File: config.mk
export PLATFORM = sky130hd
export DESIGN_NAME = swd_top
export DESIGN_NICKNAME = d
export VERILOG_FILES = /design/src/hw/swd_top.v /design/src/hw/swd_tick.v /design/src/hw/swd_counter.v
export VERILOG_INCLUDE_DIRS = /design/src /design/src/hw
export SDC_FILE = /design/constraint.sdc
export NUM_CORES = 1
export LEC_CHECK = 0
export BUFFER_PORTS_ARGS = -buffer_cell sky130_fd_sc_hd__buf_4
export CAP_MARGIN = 20
export CORE_MARGIN = 4
export CORE_UTILIZATION = 55
export DETAILED_ROUTE_END_ITERATION = 6
export PLACE_DENSITY = 0.89
export SLEW_MARGIN = 30
export SYNTH_ARGS = -nofsm -noshare
export SYNTH_HDL_FRONTEND = slang
export SYNTH_SLANG_ARGS = --single-unit
File: constraint.sdc
create_clock -name CLK -period 4.4 [get_ports CLK]
set_input_delay 0.66 -clock CLK [delete_from_list [all_inputs] [get_ports CLK]]
set_output_delay 0.66 -clock CLK [all_outputs]
set_load 0.05 [all_outputs]
File: src/hw/swd_defs.vh
`ifndef SWD_DEFS_VH
`define SWD_DEFS_VH

// register byte offsets
`define SWD_OFF_CAUSE      8'h00
`define SWD_OFF_OPT_ONE    8'h04
`define SWD_OFF_OPT_TWO    8'h08
`define SWD_OFF_COUNT      8'h0C
`define SWD_OFF_INT_STAT   8'h10
`define SWD_OFF_INT_MASK   8'h14

// field positions
`define SWD_BIT_ENABLE     0
`define SWD_BIT_TIMEOUT    1
`define SWD_BIT_CLKSEL     0
`define SWD_BIT_CAUSE_WD   0
`define SWD_BIT_CAUSE_POR  1
`define SWD_BIT_EV_WARN    0
`define SWD_BIT_EV_WDRST   1

// reset values
`define SWD_RST_ENABLE     1'b1
`define SWD_RST_TIMEOUT    1'b1
`define SWD_RST_CLKSEL     1'b1

// axi responses
`define SWD_RESP_OKAY      2'h0
`define SWD_RESP_SLVERR    2'h2

// overflow terminal values (overflow count minus one)
`define SWD_CNT_W          18
`define SWD_TERM_LPO_SHORT 18'h0001F
`define SWD_TERM_LPO_LONG  18'h000FF
`define SWD_TERM_BUS_SHORT 18'h01FFF
`define SWD_TERM_BUS_LONG  18'h3FFFF

// slow source period and system clock period
`define SWD_LPO_PERIOD_NS  1000000
`define SWD_CLK_PERIOD_NS  40
`define SWD_LPO_DIV        (`SWD_LPO_PERIOD_NS / `SWD_CLK_PERIOD_NS)

`endif

File: src/hw/swd_top.v
// Behaviour
// - after any reset the watchdog enable bit is set
// - enable bit cleared stops counting and stops reset generation
// - any write to reset cause address clears counter, status unchanged
// - enabled counter reaching selected overflow count raises system reset
// - clock select 0 picks slow 1 kHz source, 1 picks bus clock
// - slow source: 2^5 cycles short, 2^8 cycles long timeout
// - bus clock: 2^13 short, 2^18 long; reset default bus, long
// - option registers accept only one write after reset
// - first write to each option register also clears the counter
// - counter holds its value in background debug mode
// - bus clock: counter holds in stop and resumes after it
// - slow source: counter zeroed on stop entry, restarts from zero
// - watchdog reset recorded in its own reset cause bit
`include "swd_defs.vh"
`default_nettype none

module swd_top #(
    parameter integer LPO_DIV = `SWD_LPO_DIV
) (
    input  wire        CLK,
    input  wire        RST,
    input  wire [7:0]  AWADDR,
    input  wire        AWVALID,
    output reg         AWREADY,
    input  wire [31:0] WDATA,
    input  wire [3:0]  WSTRB,
    input  wire        WVALID,
    output reg         WREADY,
    output reg  [1:0]  BRESP,
    output reg         BVALID,
    input  wire        BREADY,
    input  wire [7:0]  ARADDR,
    input  wire        ARVALID,
    output reg         ARREADY,
    output reg  [31:0] RDATA,
    output reg  [1:0]  RRESP,
    output reg         RVALID,
    input  wire        RREADY,
    input  wire        DEBUG_MODE,
    input  wire        STOP_MODE,
    output reg         WDOG_RESET,
    output reg         IRQ
);

    // pin synchronisers: bit 0 debug, bit 1 stop
    reg  [1:0]            sync1_q;
    reg  [1:0]            sync2_q;

    // write channel holding
    reg                   aw_full_q;
    reg  [7:0]            aw_addr_q;
    reg                   w_full_q;
    reg  [31:0]           w_data_q;
    reg  [3:0]            w_strb_q;

    // configuration and status
    reg                   en_q;
    reg                   tsel_q;
    reg                   csel_q;
    reg                   lock1_q;
    reg                   lock2_q;
    reg                   cause_wd_q;
    reg                   cause_por_q;
    reg  [1:0]            ist_q;
    reg  [1:0]            imask_q;

    wire                  aw_take;
    wire                  w_take;
    wire                  wr_fire;
    wire                  ar_take;
    wire                  aw_full_d;
    wire                  w_full_d;
    wire                  bvalid_d;
    wire                  rvalid_d;
    wire                  lane0;
    wire                  wr_cause;
    wire                  wr_opt1;
    wire                  wr_opt2;
    wire                  wr_ist;
    wire                  wr_imask;
    wire                  wr_hit;
    wire                  opt1_first;
    wire                  opt2_first;
    wire                  cnt_clear;
    wire                  lpo_tick;
    wire                  ovf;
    wire                  warn;
    wire [`SWD_CNT_W-1:0] count;
    wire [1:0]            ev;
    wire [1:0]            w1c;
    wire [1:0]            ist_d;

    reg  [31:0]           rd_data;
    reg                   rd_hit;

    // ---- axi4-lite handshakes
    assign aw_take   = AWVALID & AWREADY;
    assign w_take    = WVALID & WREADY;
    assign wr_fire   = aw_full_q & w_full_q & ~BVALID;
    assign ar_take   = ARVALID & ARREADY;
    assign aw_full_d = (aw_full_q & ~wr_fire) | aw_take;
    assign w_full_d  = (w_full_q & ~wr_fire) | w_take;
    assign bvalid_d  = wr_fire | (BVALID & ~BREADY);
    assign rvalid_d  = ar_take | (RVALID & ~RREADY);

    // ---- write decode
    assign lane0    = w_strb_q[0];
    assign wr_cause = wr_fire & (aw_addr_q == `SWD_OFF_CAUSE);
    assign wr_opt1  = wr_fire & (aw_addr_q == `SWD_OFF_OPT_ONE);
    assign wr_opt2  = wr_fire & (aw_addr_q == `SWD_OFF_OPT_TWO);
    assign wr_ist   = wr_fire & (aw_addr_q == `SWD_OFF_INT_STAT);
    assign wr_imask = wr_fire & (aw_addr_q == `SWD_OFF_INT_MASK);
    assign wr_hit   = wr_cause | wr_opt1 | wr_opt2 | wr_ist | wr_imask |
                      (wr_fire & (aw_addr_q == `SWD_OFF_COUNT));

    assign opt1_first = wr_opt1 & lane0 & ~lock1_q;
    assign opt2_first = wr_opt2 & lane0 & ~lock2_q;

    // service write, first option writes, watchdog reset all zero the count
    assign cnt_clear = wr_cause | opt1_first | opt2_first | WDOG_RESET;

    // ---- interrupt status, set wins over clear
    assign ev = {ovf, warn};

    genvar gi;
    generate
        for (gi = 0; gi < 2; gi = gi + 1) begin : g_ist
            assign w1c[gi]   = wr_ist & lane0 & w_data_q[gi];
            assign ist_d[gi] = (ist_q[gi] & ~w1c[gi]) | ev[gi];
        end
    endgenerate

    swd_tick #(
        .DIV      (LPO_DIV)
    ) u_tick (
        .clk      (CLK),
        .rst      (RST),
        .tick     (lpo_tick)
    );

    swd_counter u_counter (
        .clk      (CLK),
        .rst      (RST),
        .clear    (cnt_clear),
        .enable   (en_q),
        .lpo_tick (lpo_tick),
        .clk_sel  (csel_q),
        .tmo_sel  (tsel_q),
        .debug    (sync2_q[0]),
        .stop     (sync2_q[1]),
        .count    (count),
        .overflow (ovf),
        .warn     (warn)
    );

    // ---- read mux
    always @* begin
        rd_data = 32'h0;
        rd_hit  = 1'b1;
        case (ARADDR)
            `SWD_OFF_CAUSE: begin
                rd_data[`SWD_BIT_CAUSE_WD]  = cause_wd_q;
                rd_data[`SWD_BIT_CAUSE_POR] = cause_por_q;
            end
            `SWD_OFF_OPT_ONE: begin
                rd_data[`SWD_BIT_ENABLE]  = en_q;
                rd_data[`SWD_BIT_TIMEOUT] = tsel_q;
            end
            `SWD_OFF_OPT_TWO: begin
                rd_data[`SWD_BIT_CLKSEL] = csel_q;
            end
            `SWD_OFF_COUNT: begin
                rd_data[`SWD_CNT_W-1:0] = count;
            end
            `SWD_OFF_INT_STAT: begin
                rd_data[1:0] = ist_q;
            end
            `SWD_OFF_INT_MASK: begin
                rd_data[1:0] = imask_q;
            end
            default: begin
                rd_hit = 1'b0;
            end
        endcase
    end

    // ---- bus channel registers
    always @(posedge CLK or posedge RST) begin
        if (RST) begin
            sync1_q   <= 2'h0;
            sync2_q   <= 2'h0;
            aw_full_q <= 1'b0;
            aw_addr_q <= 8'h00;
            w_full_q  <= 1'b0;
            w_data_q  <= 32'h0;
            w_strb_q  <= 4'h0;
            AWREADY   <= 1'b1;
            WREADY    <= 1'b1;
            BVALID    <= 1'b0;
            BRESP     <= `SWD_RESP_OKAY;
            ARREADY   <= 1'b1;
            RVALID    <= 1'b0;
            RDATA     <= 32'h0;
            RRESP     <= `SWD_RESP_OKAY;
        end else begin
            sync1_q   <= {STOP_MODE, DEBUG_MODE};
            sync2_q   <= sync1_q;
            aw_full_q <= aw_full_d;
            w_full_q  <= w_full_d;
            AWREADY   <= ~aw_full_d;
            WREADY    <= ~w_full_d;
            BVALID    <= bvalid_d;
            ARREADY   <= ~rvalid_d;
            RVALID    <= rvalid_d;
            if (aw_take) begin
                aw_addr_q <= AWADDR;
            end
            if (w_take) begin
                w_data_q <= WDATA;
                w_strb_q <= WSTRB;
            end
            if (wr_fire) begin
                BRESP <= wr_hit ? `SWD_RESP_OKAY : `SWD_RESP_SLVERR;
            end
            if (ar_take) begin
                RDATA <= rd_data;
                RRESP <= rd_hit ? `SWD_RESP_OKAY : `SWD_RESP_SLVERR;
            end
        end
    end

    // ---- write-once options; a watchdog reset restores defaults and reopens them
    always @(posedge CLK or posedge RST) begin
        if (RST) begin
            en_q    <= `SWD_RST_ENABLE;
            tsel_q  <= `SWD_RST_TIMEOUT;
            csel_q  <= `SWD_RST_CLKSEL;
            lock1_q <= 1'b0;
            lock2_q <= 1'b0;
        end else if (ovf) begin
            en_q    <= `SWD_RST_ENABLE;
            tsel_q  <= `SWD_RST_TIMEOUT;
            csel_q  <= `SWD_RST_CLKSEL;
            lock1_q <= 1'b0;
            lock2_q <= 1'b0;
        end else begin
            if (opt1_first) begin
                en_q    <= w_data_q[`SWD_BIT_ENABLE];
                tsel_q  <= w_data_q[`SWD_BIT_TIMEOUT];
                lock1_q <= 1'b1;
            end
            if (opt2_first) begin
                csel_q  <= w_data_q[`SWD_BIT_CLKSEL];
                lock2_q <= 1'b1;
            end
        end
    end

    // ---- reset cause, not writable; watchdog overflow sets WD and clears POR, block reset restores POR
    always @(posedge CLK or posedge RST) begin
        if (RST) begin
            cause_wd_q  <= 1'b0;
            cause_por_q <= 1'b1;
        end else if (ovf) begin
            cause_wd_q  <= 1'b1;
            cause_por_q <= 1'b0;
        end
    end

    // ---- watchdog reset pulse
    always @(posedge CLK or posedge RST) begin
        if (RST) begin
            WDOG_RESET <= 1'b0;
        end else begin
            WDOG_RESET <= ovf;
        end
    end

    // ---- interrupt status, mask and level output
    always @(posedge CLK or posedge RST) begin
        if (RST) begin
            ist_q   <= 2'h0;
            imask_q <= 2'h0;
            IRQ     <= 1'b0;
        end else begin
            ist_q <= ist_d;
            IRQ   <= |(ist_d & imask_q);
            if (wr_imask & lane0) begin
                imask_q <= w_data_q[1:0];
            end
        end
    end

endmodule // swd_top

`default_nettype wire

File: src/hw/swd_tick.v
`include "swd_defs.vh"
`default_nettype none

module swd_tick #(
    parameter integer DIV = `SWD_LPO_DIV
) (
    input  wire clk,
    input  wire rst,
    output reg  tick
);

    reg [31:0] cnt_q;

    // one-cycle enable once per slow period
    always @(posedge clk or posedge rst) begin
        if (rst) begin
            cnt_q <= 32'h0;
            tick  <= 1'b0;
        end else if (cnt_q == DIV - 1) begin
            cnt_q <= 32'h0;
            tick  <= 1'b1;
        end else begin
            cnt_q <= cnt_q + 32'h1;
            tick  <= 1'b0;
        end
    end

endmodule // swd_tick

`default_nettype wire

File: src/hw/swd_counter.v
`include "swd_defs.vh"
`default_nettype none

module swd_counter (
    input  wire                     clk,
    input  wire                     rst,
    input  wire                     clear,
    input  wire                     enable,
    input  wire                     lpo_tick,
    input  wire                     clk_sel,
    input  wire                     tmo_sel,
    input  wire                     debug,
    input  wire                     stop,
    output reg  [`SWD_CNT_W-1:0]    count,
    output wire                     overflow,
    output wire                     warn
);

    reg                   stop_q;
    reg  [`SWD_CNT_W-1:0] term;
    wire                  stop_entry;
    wire                  step;

    always @* begin
        case ({clk_sel, tmo_sel})
            2'b00:   term = `SWD_TERM_LPO_SHORT;
            2'b01:   term = `SWD_TERM_LPO_LONG;
            2'b10:   term = `SWD_TERM_BUS_SHORT;
            default: term = `SWD_TERM_BUS_LONG;
        endcase
    end

    assign stop_entry = stop & ~stop_q;
    // bus clock counts every cycle, slow source on its tick
    assign step = enable & ~debug & ~stop & (clk_sel | lpo_tick);
    assign overflow = step & (count == term);
    assign warn     = step & (count == (term >> 1));

    always @(posedge clk or posedge rst) begin
        if (rst) begin
            stop_q <= 1'b0;
            count  <= {`SWD_CNT_W{1'b0}};
        end else begin
            stop_q <= stop;
            if (clear | overflow) begin
                count <= {`SWD_CNT_W{1'b0}};
            end else if (~clk_sel & (stop_entry | stop)) begin
                count <= {`SWD_CNT_W{1'b0}};
            end else if (step) begin
                count <= count + {{(`SWD_CNT_W-1){1'b0}}, 1'b1};
            end
        end
    end

endmodule // swd_counter

`default_nettype wire

After elaboration in Yosys (flattened, before gate mapping)
Index checks and enable logic that the tools add are counted.
{"block": "totals", "output_inout_bits": 43, "elab_cells": 142, "reg_bits": 109, "in_bits": 61}
{"block": "op_classes", "n_eq_ne": 15, "n_bitwise": 65, "n_reduce_logical": 8, "n_mux": 22, "addsub": 2}
{"cell": "$mux W18", "count": 3}
{"cell": "$pmux W18 S3", "count": 1}
{"cell": "$add A32 B1 Y32 const B", "count": 1}
{"cell": "$and A1 B1 Y1", "count": 32}
{"cell": "$eq A32 B15 Y1 const B", "count": 1}
{"cell": "$eq A8 B4 Y1 const B", "count": 4}
{"cell": "$eq A8 B5 Y1 const B", "count": 4}
{"cell": "$mux W32", "count": 1}
{"cell": "$add A18 B1 Y18 const B", "count": 1}
{"cell": "$eq A18 B17 Y1", "count": 1}
{"cell": "$eq A18 B18 Y1", "count": 1}
{"cell": "$or A1 B1 Y1", "count": 17}
{"cell": "$eq A8 B3 Y1 const B", "count": 2}
{"cell": "$logic_not A8 Y1", "count": 2}
{"cell": "$mux W16", "count": 1}
{"cell": "$not A1 Y1", "count": 15}
{"cell": "$mux W1", "count": 12}
{"cell": "$pmux W1 S6", "count": 1}
{"cell": "$reduce_or A6 Y1", "count": 1}
{"cell": "$pmux W1 S5", "count": 1}
{"cell": "$mux W2", "count": 2}
{"cell": "$reduce_bool A2 Y1", "count": 2}
{"cell": "$reduce_bool A3 Y1", "count": 1}
{"cell": "$and A2 B2 Y2", "count": 1}
{"cell": "other kinds (4)", "count": 4}

Logic depth before layout (Yosys ltp)
{"block": "logic_depth", "word_depth": 10, "depth_mapped": 8, "mapped_depth_nobuf": 6}

Modules after synthesis
From an unflattened synthesis, not the netlist that was laid out.
{"block": "hier_totals", "hier_cells": 456, "hier_area_um2": 5029.8}
{"module": "swd_top", "area_per_inst_um2": 2317.2, "cells_each": 186, "instances": 1, "seq_area_each_um2": 1385.1}
{"module": "swd_tick", "area_per_inst_um2": 1607.8, "cells_each": 146, "instances": 1, "seq_area_each_um2": 825.8}
{"module": "swd_counter", "area_per_inst_um2": 1104.8, "cells_each": 124, "instances": 1, "seq_area_each_um2": 450.4}

Worst setup path after synthesis
OpenSTA, ideal clock, no wires.
{"block": "synth_path", "path_kind": "input-to-reg", "start": "input ARADDR[1]", "end": "register RDATA[13]", "setup_time_ns": 0.067, "stages": 5, "slack_ns": 2.327, "path_buffers": 1, "t_required_ns": 4.333, "arrival_ns": 2.006, "cell_sequence": "nor3_1 nand2_1 nor4_1 buf_2 a22o_1"}
{"block": "synth_between", "elab_chain_len": 2}
{"element": "start: declaration", "line_no": "swd_top.v:33", "rtl": "input wire [7:0] ARADDR,"}
{"element": "$eq A8 B4 Y1", "line_no": "swd_top.v:161", "rtl": "case (ARADDR)"}
{"element": "$mux W16", "line_no": "swd_top.v:161"}
{"element": "end signal: assignment", "line_no": "swd_top.v:227", "rtl": "RDATA <= rd_data;"}
{"element": "end: declaration", "line_no": "swd_top.v:36", "rtl": "output reg [31:0] RDATA,"}
No other way between the ends.
A chain may end at the register's enable or synchronous reset.

Worst setup path in the final report
{"block": "layout_path", "start": "register csel_q", "end": "register u_counter.count[10]"}
{"block": "layout_between", "elab_chain_len": 6, "word_cells_on_any_way": 14, "cone_classes": "eq/ne (3); mux (3); bitwise (6); reduce/logical (2)"}
{"element": "start: declaration", "line_no": "swd_top.v:60", "rtl": "reg csel_q;"}
{"element": "start signal: assignment", "line_no": "swd_top.v:238", "rtl": "csel_q <= `SWD_RST_CLKSEL;"}
{"element": "start signal: assignment", "line_no": "swd_top.v:244", "rtl": "csel_q <= `SWD_RST_CLKSEL;"}
{"element": "start signal: assignment", "line_no": "swd_top.v:254", "rtl": "csel_q <= w_data_q[`SWD_BIT_CLKSEL];"}
{"element": "$eq A2 B2 Y1 (tied with other cells)", "line_no": "swd_counter.v:25", "rtl": "case ({clk_sel, tmo_sel})"}
{"element": "$pmux W18 S3", "line_no": "swd_counter.v:25"}
{"element": "$eq A18 B18 Y1", "line_no": "swd_counter.v:36", "rtl": "assign overflow = step & (count == term);"}
{"element": "$and A1 B1 Y1", "line_no": "swd_counter.v:36"}
{"element": "$or A1 B1 Y1", "line_no": "swd_counter.v:45", "rtl": "if (clear | overflow) begin"}
{"element": "$reduce_bool A3 Y1 (no source line) / $mux W18 (equally long branches)"}
{"element": "end signal: assignment", "line_no": "swd_counter.v:46", "rtl": "count <= {`SWD_CNT_W{1'b0}};"}
{"element": "end signal: assignment", "line_no": "swd_counter.v:48", "rtl": "count <= {`SWD_CNT_W{1'b0}};"}
{"element": "end signal: assignment", "line_no": "swd_counter.v:50", "rtl": "count <= count + {{(`SWD_CNT_W-1){1'b0}}, 1'b1};"}
{"element": "end: declaration", "line_no": "swd_counter.v:14", "rtl": "output reg [`SWD_CNT_W-1:0] count,"}
Parallel ways exist; a longest one is shown, timed or not.

==> impl_metrics.ini <==
[status]
status = complete, no violations

[floorplan]
fp.dieH_um = 103
start_util_pct = 56.5
die_w_um = 103
io_pins = 104
num_rows = 34
core-area_mm2 = 0.00876
die_area_mm2 = 0.0106

[power_and_ir_drop]
power_leakage_nw = 2.57
power_density_mw_per_mm2 = 389
ir_worst_vdd_mv = 0.404

[critical_path]
worst_setup_path_start_kind = flip-flop
path_max_fanout = 18
critPathCaptureType = flip-flop
cp.required_ps = 4640
slowest_delay_ps = 730
path_class = flip-flop to flip-flop
crit_path_top_delay_cell = dfstp_2
critPathMostFrequentCell = nor2_1
crit_arrival_ps = 2610
cp_cell_sequence = nor2_1 -> nor3_1 -> nand4_1 -> o211ai_4 -> nor2_1

[finish]
fillers = 675
fin_util_pct = 63.4
diodes = 0
num-nets-final = 563
areaGrowthSynthToFinish_pct = 12.1
layout-drive-gt1-share_pct = 21.0

[sta]
setup_viol = 0
tightest_slew_ps = 834
maxSlewHeadroom_pct = 43.9
rsz0062_at_grt = false
period_share_pct = 53.9
fmaxAchievable_ghz = 0.421
setup_tns_ps = 0
fin_crit_ps = 2370
clock_skew_ps = 18.4
finalMaxSlewViolations = 0
final-hold-violation-count = 0

[cts]
htreeDepth = 3
clk_pin_slew_ps = 110
numCtsBuffers = 9
cts_hold_buf = 0
clkLatencyLatePin_ps = 380
cts_root_buffer = clkbuf_8
cts_resized = 0
cts_setup_buffers = 0
cts_tree = done
cts_buffer_depth = 2
numClockSinks = 106

[synth]
ys_types = 52
synth_top_area_share_pct = 50.0
syn_area_per_cell_um2 = 11.0
synth_cells = 450
ys_seq_area_share_pct = 53.7
synth_top_area_cell = dfrtp_1
ys_warn_count = 0
synth_seq_cells = 106
syn_area_mm2 = 0.00495
post_synth_main_area_contributors = dfrtp_1 50%, xnor2_1 6.2%, dfstp_2 3.7%

[route]
wl_per_cell_um = 15.3
dr.pass1.iters = 4
via_count = 3423
drc = 0
drtIter0Drc = 145
postRouteAntennaNets = 0
vias_per_cell = 5.58
wl_mm = 9.37

[global_routing]
grt_max_degree = 76
grt_pass1_vias = 3453
track_usage_pct = 19.4
grt_overflow = 0
grt_pass1_wl_mm = 16.2
antenna_found_initial = 0

[flow_run]
maxCapViolations = 0

[min_path]
hold_path_class = input port to async pin

[placed_design]
hpwl_mm = 6.83
port_buffers = 54
routabilityCongestion = 0.871
[critical path, delay by kind of cell, from the launching register on]
kind | cells | cell delay, ps
compound gates | 1 | 530
flops | 1 | 730
simple gates | 4 | 970
[cell families after synthesis]
group,after synthesis,share of synthesized area (%)
buf+inv,45,5.53
flops,106,53.7
xor+xnor,48,8.48
fa+ha+maj,2,0.505
other cells,1,0.0757
simple gates,179,19.6
compound gates,48,7.15
mux,21,4.95
[stage by stage]
step           cells  total power, W  setup slack [ps]  cell area (um^2)  hold WS, ps
2_1_floorplan    465         0.00149               963              5010          331
4_1_cts          613         0.00218              2040              5550          354
6_report         613         0.00216              2030              5560          358
3_5_place_dp     597         0.00159              2090              5350          337
5_1_grt          613         0.00228              1800              5560          340
3_3_place_gp     597         0.00157              2170              5350          336
[final timing paths]
kind | cells after the start | start | slack, ps | to
setup / recovery | 5 | csel_q | 2030 | u_counter.count[10]
hold / removal | 2 | RST | 360 | BVALID
setup reg to reg | 5 | csel_q | 2030 | u_counter.count[10]
hold reg to reg | 0 | sync1_q[1] | 370 | sync2_q[1]
max in group asynchronous | 3 | RST | 3200 | u_tick.cnt_q[25]
min in group CLK | 0 | sync1_q[1] | 370 | sync2_q[1]
[registers in the layout, summed over array words and instances (netlist names), 2 cells and up]
name / flops
w_data_q: 2
ist_q: 2
u_counter.count: 18
RDATA: 18
sync2_q: 2
aw_addr_q: 8
u_tick.cnt_q: 32
sync1_q: 2
imask_q: 2
[per-layer routing]
metal	GRT usage [%]	wire, um
met2	33.2	4820
met4	4.78	74
met5	0	0
met3	6.16	497
met1	23.9	3980
[final cells by class]
type | instances | area [um^2] | area share [%]
multi-input cells | 314 | 2080 | 37.5
clock inverters | 7 | 80.1 | 1.44
repair buffers | 56 | 420 | 7.57
clock buffers | 9 | 124 | 2.23
flip-flops and latches | 106 | 2660 | 47.9
inverters | 13 | 53.8 | 0.968
well taps | 108 | 135 | 2.43
[layout by cell type (no fill, tap or decap), types with 5 or more instances in the layout]
master / Yosys / routed
inv_1: 13 / 12
mux2i_1: 5 / 5
nand3_1: 21 / 21
buf_4: 18 / 56
or4_1: 5 / 5
mux2_2: 15 / 15
dfstp_2: 7 / 7
clkbuf_8: 0 / 9
a22o_1: 17 / 17
o21ai_0: 12 / 12
conb_1: 1 / 16
xnor2_1: 35 / 35
and3_1: 9 / 9
nor2_1: 35 / 35
nand2b_1: 5 / 5
nand2_1: 39 / 39
nand4_1: 15 / 15
a21oi_1: 7 / 7
xor2_1: 13 / 13
nor3_1: 14 / 14
dfrtp_1: 99 / 99
nor4_1: 8 / 7
[synth_stat cells (all sizes together)]
| master | number |
|---|---|
| o21a | 2 |
| dfstp | 7 |
| nor4 | 9 |
| a221oi | 1 |
| clkbuf | 8 |
| a22o | 17 |
| o211ai | 2 |
| nand4 | 16 |
| and4 | 2 |
| mux2i | 5 |
| mux2 | 15 |
| xor2 | 13 |
| or3b | 1 |
| nand3 | 21 |
| xnor2 | 35 |
| buf | 24 |
| and3 | 9 |
| nand2 | 39 |
| nor4b | 1 |
| and2 | 2 |
| nor3b | 5 |
| o31ai | 1 |
| nand4b | 1 |
| or4 | 5 |
| nand2b | 5 |
| a21oi | 7 |
| or2 | 2 |
| a22oi | 2 |
| o2bb2ai | 2 |
| nor2b | 3 |
| ha | 2 |
| mux4 | 1 |
| dfrtp | 99 |
| nor2 | 35 |
| nand3b | 1 |
| o21ai | 12 |
| o311ai | 2 |
| nand4bb | 1 |
| nor3 | 17 |
| conb | 1 |
| inv | 13 |
| or3 | 4 |
[power by group]
group          switching, W  internal (W)
registers         0.0000914       0.00108
logic              0.000248      0.000150
clock network      0.000365      0.000226
total              0.000704       0.00146
Note: power is estimated with default switching activity, not from simulation.
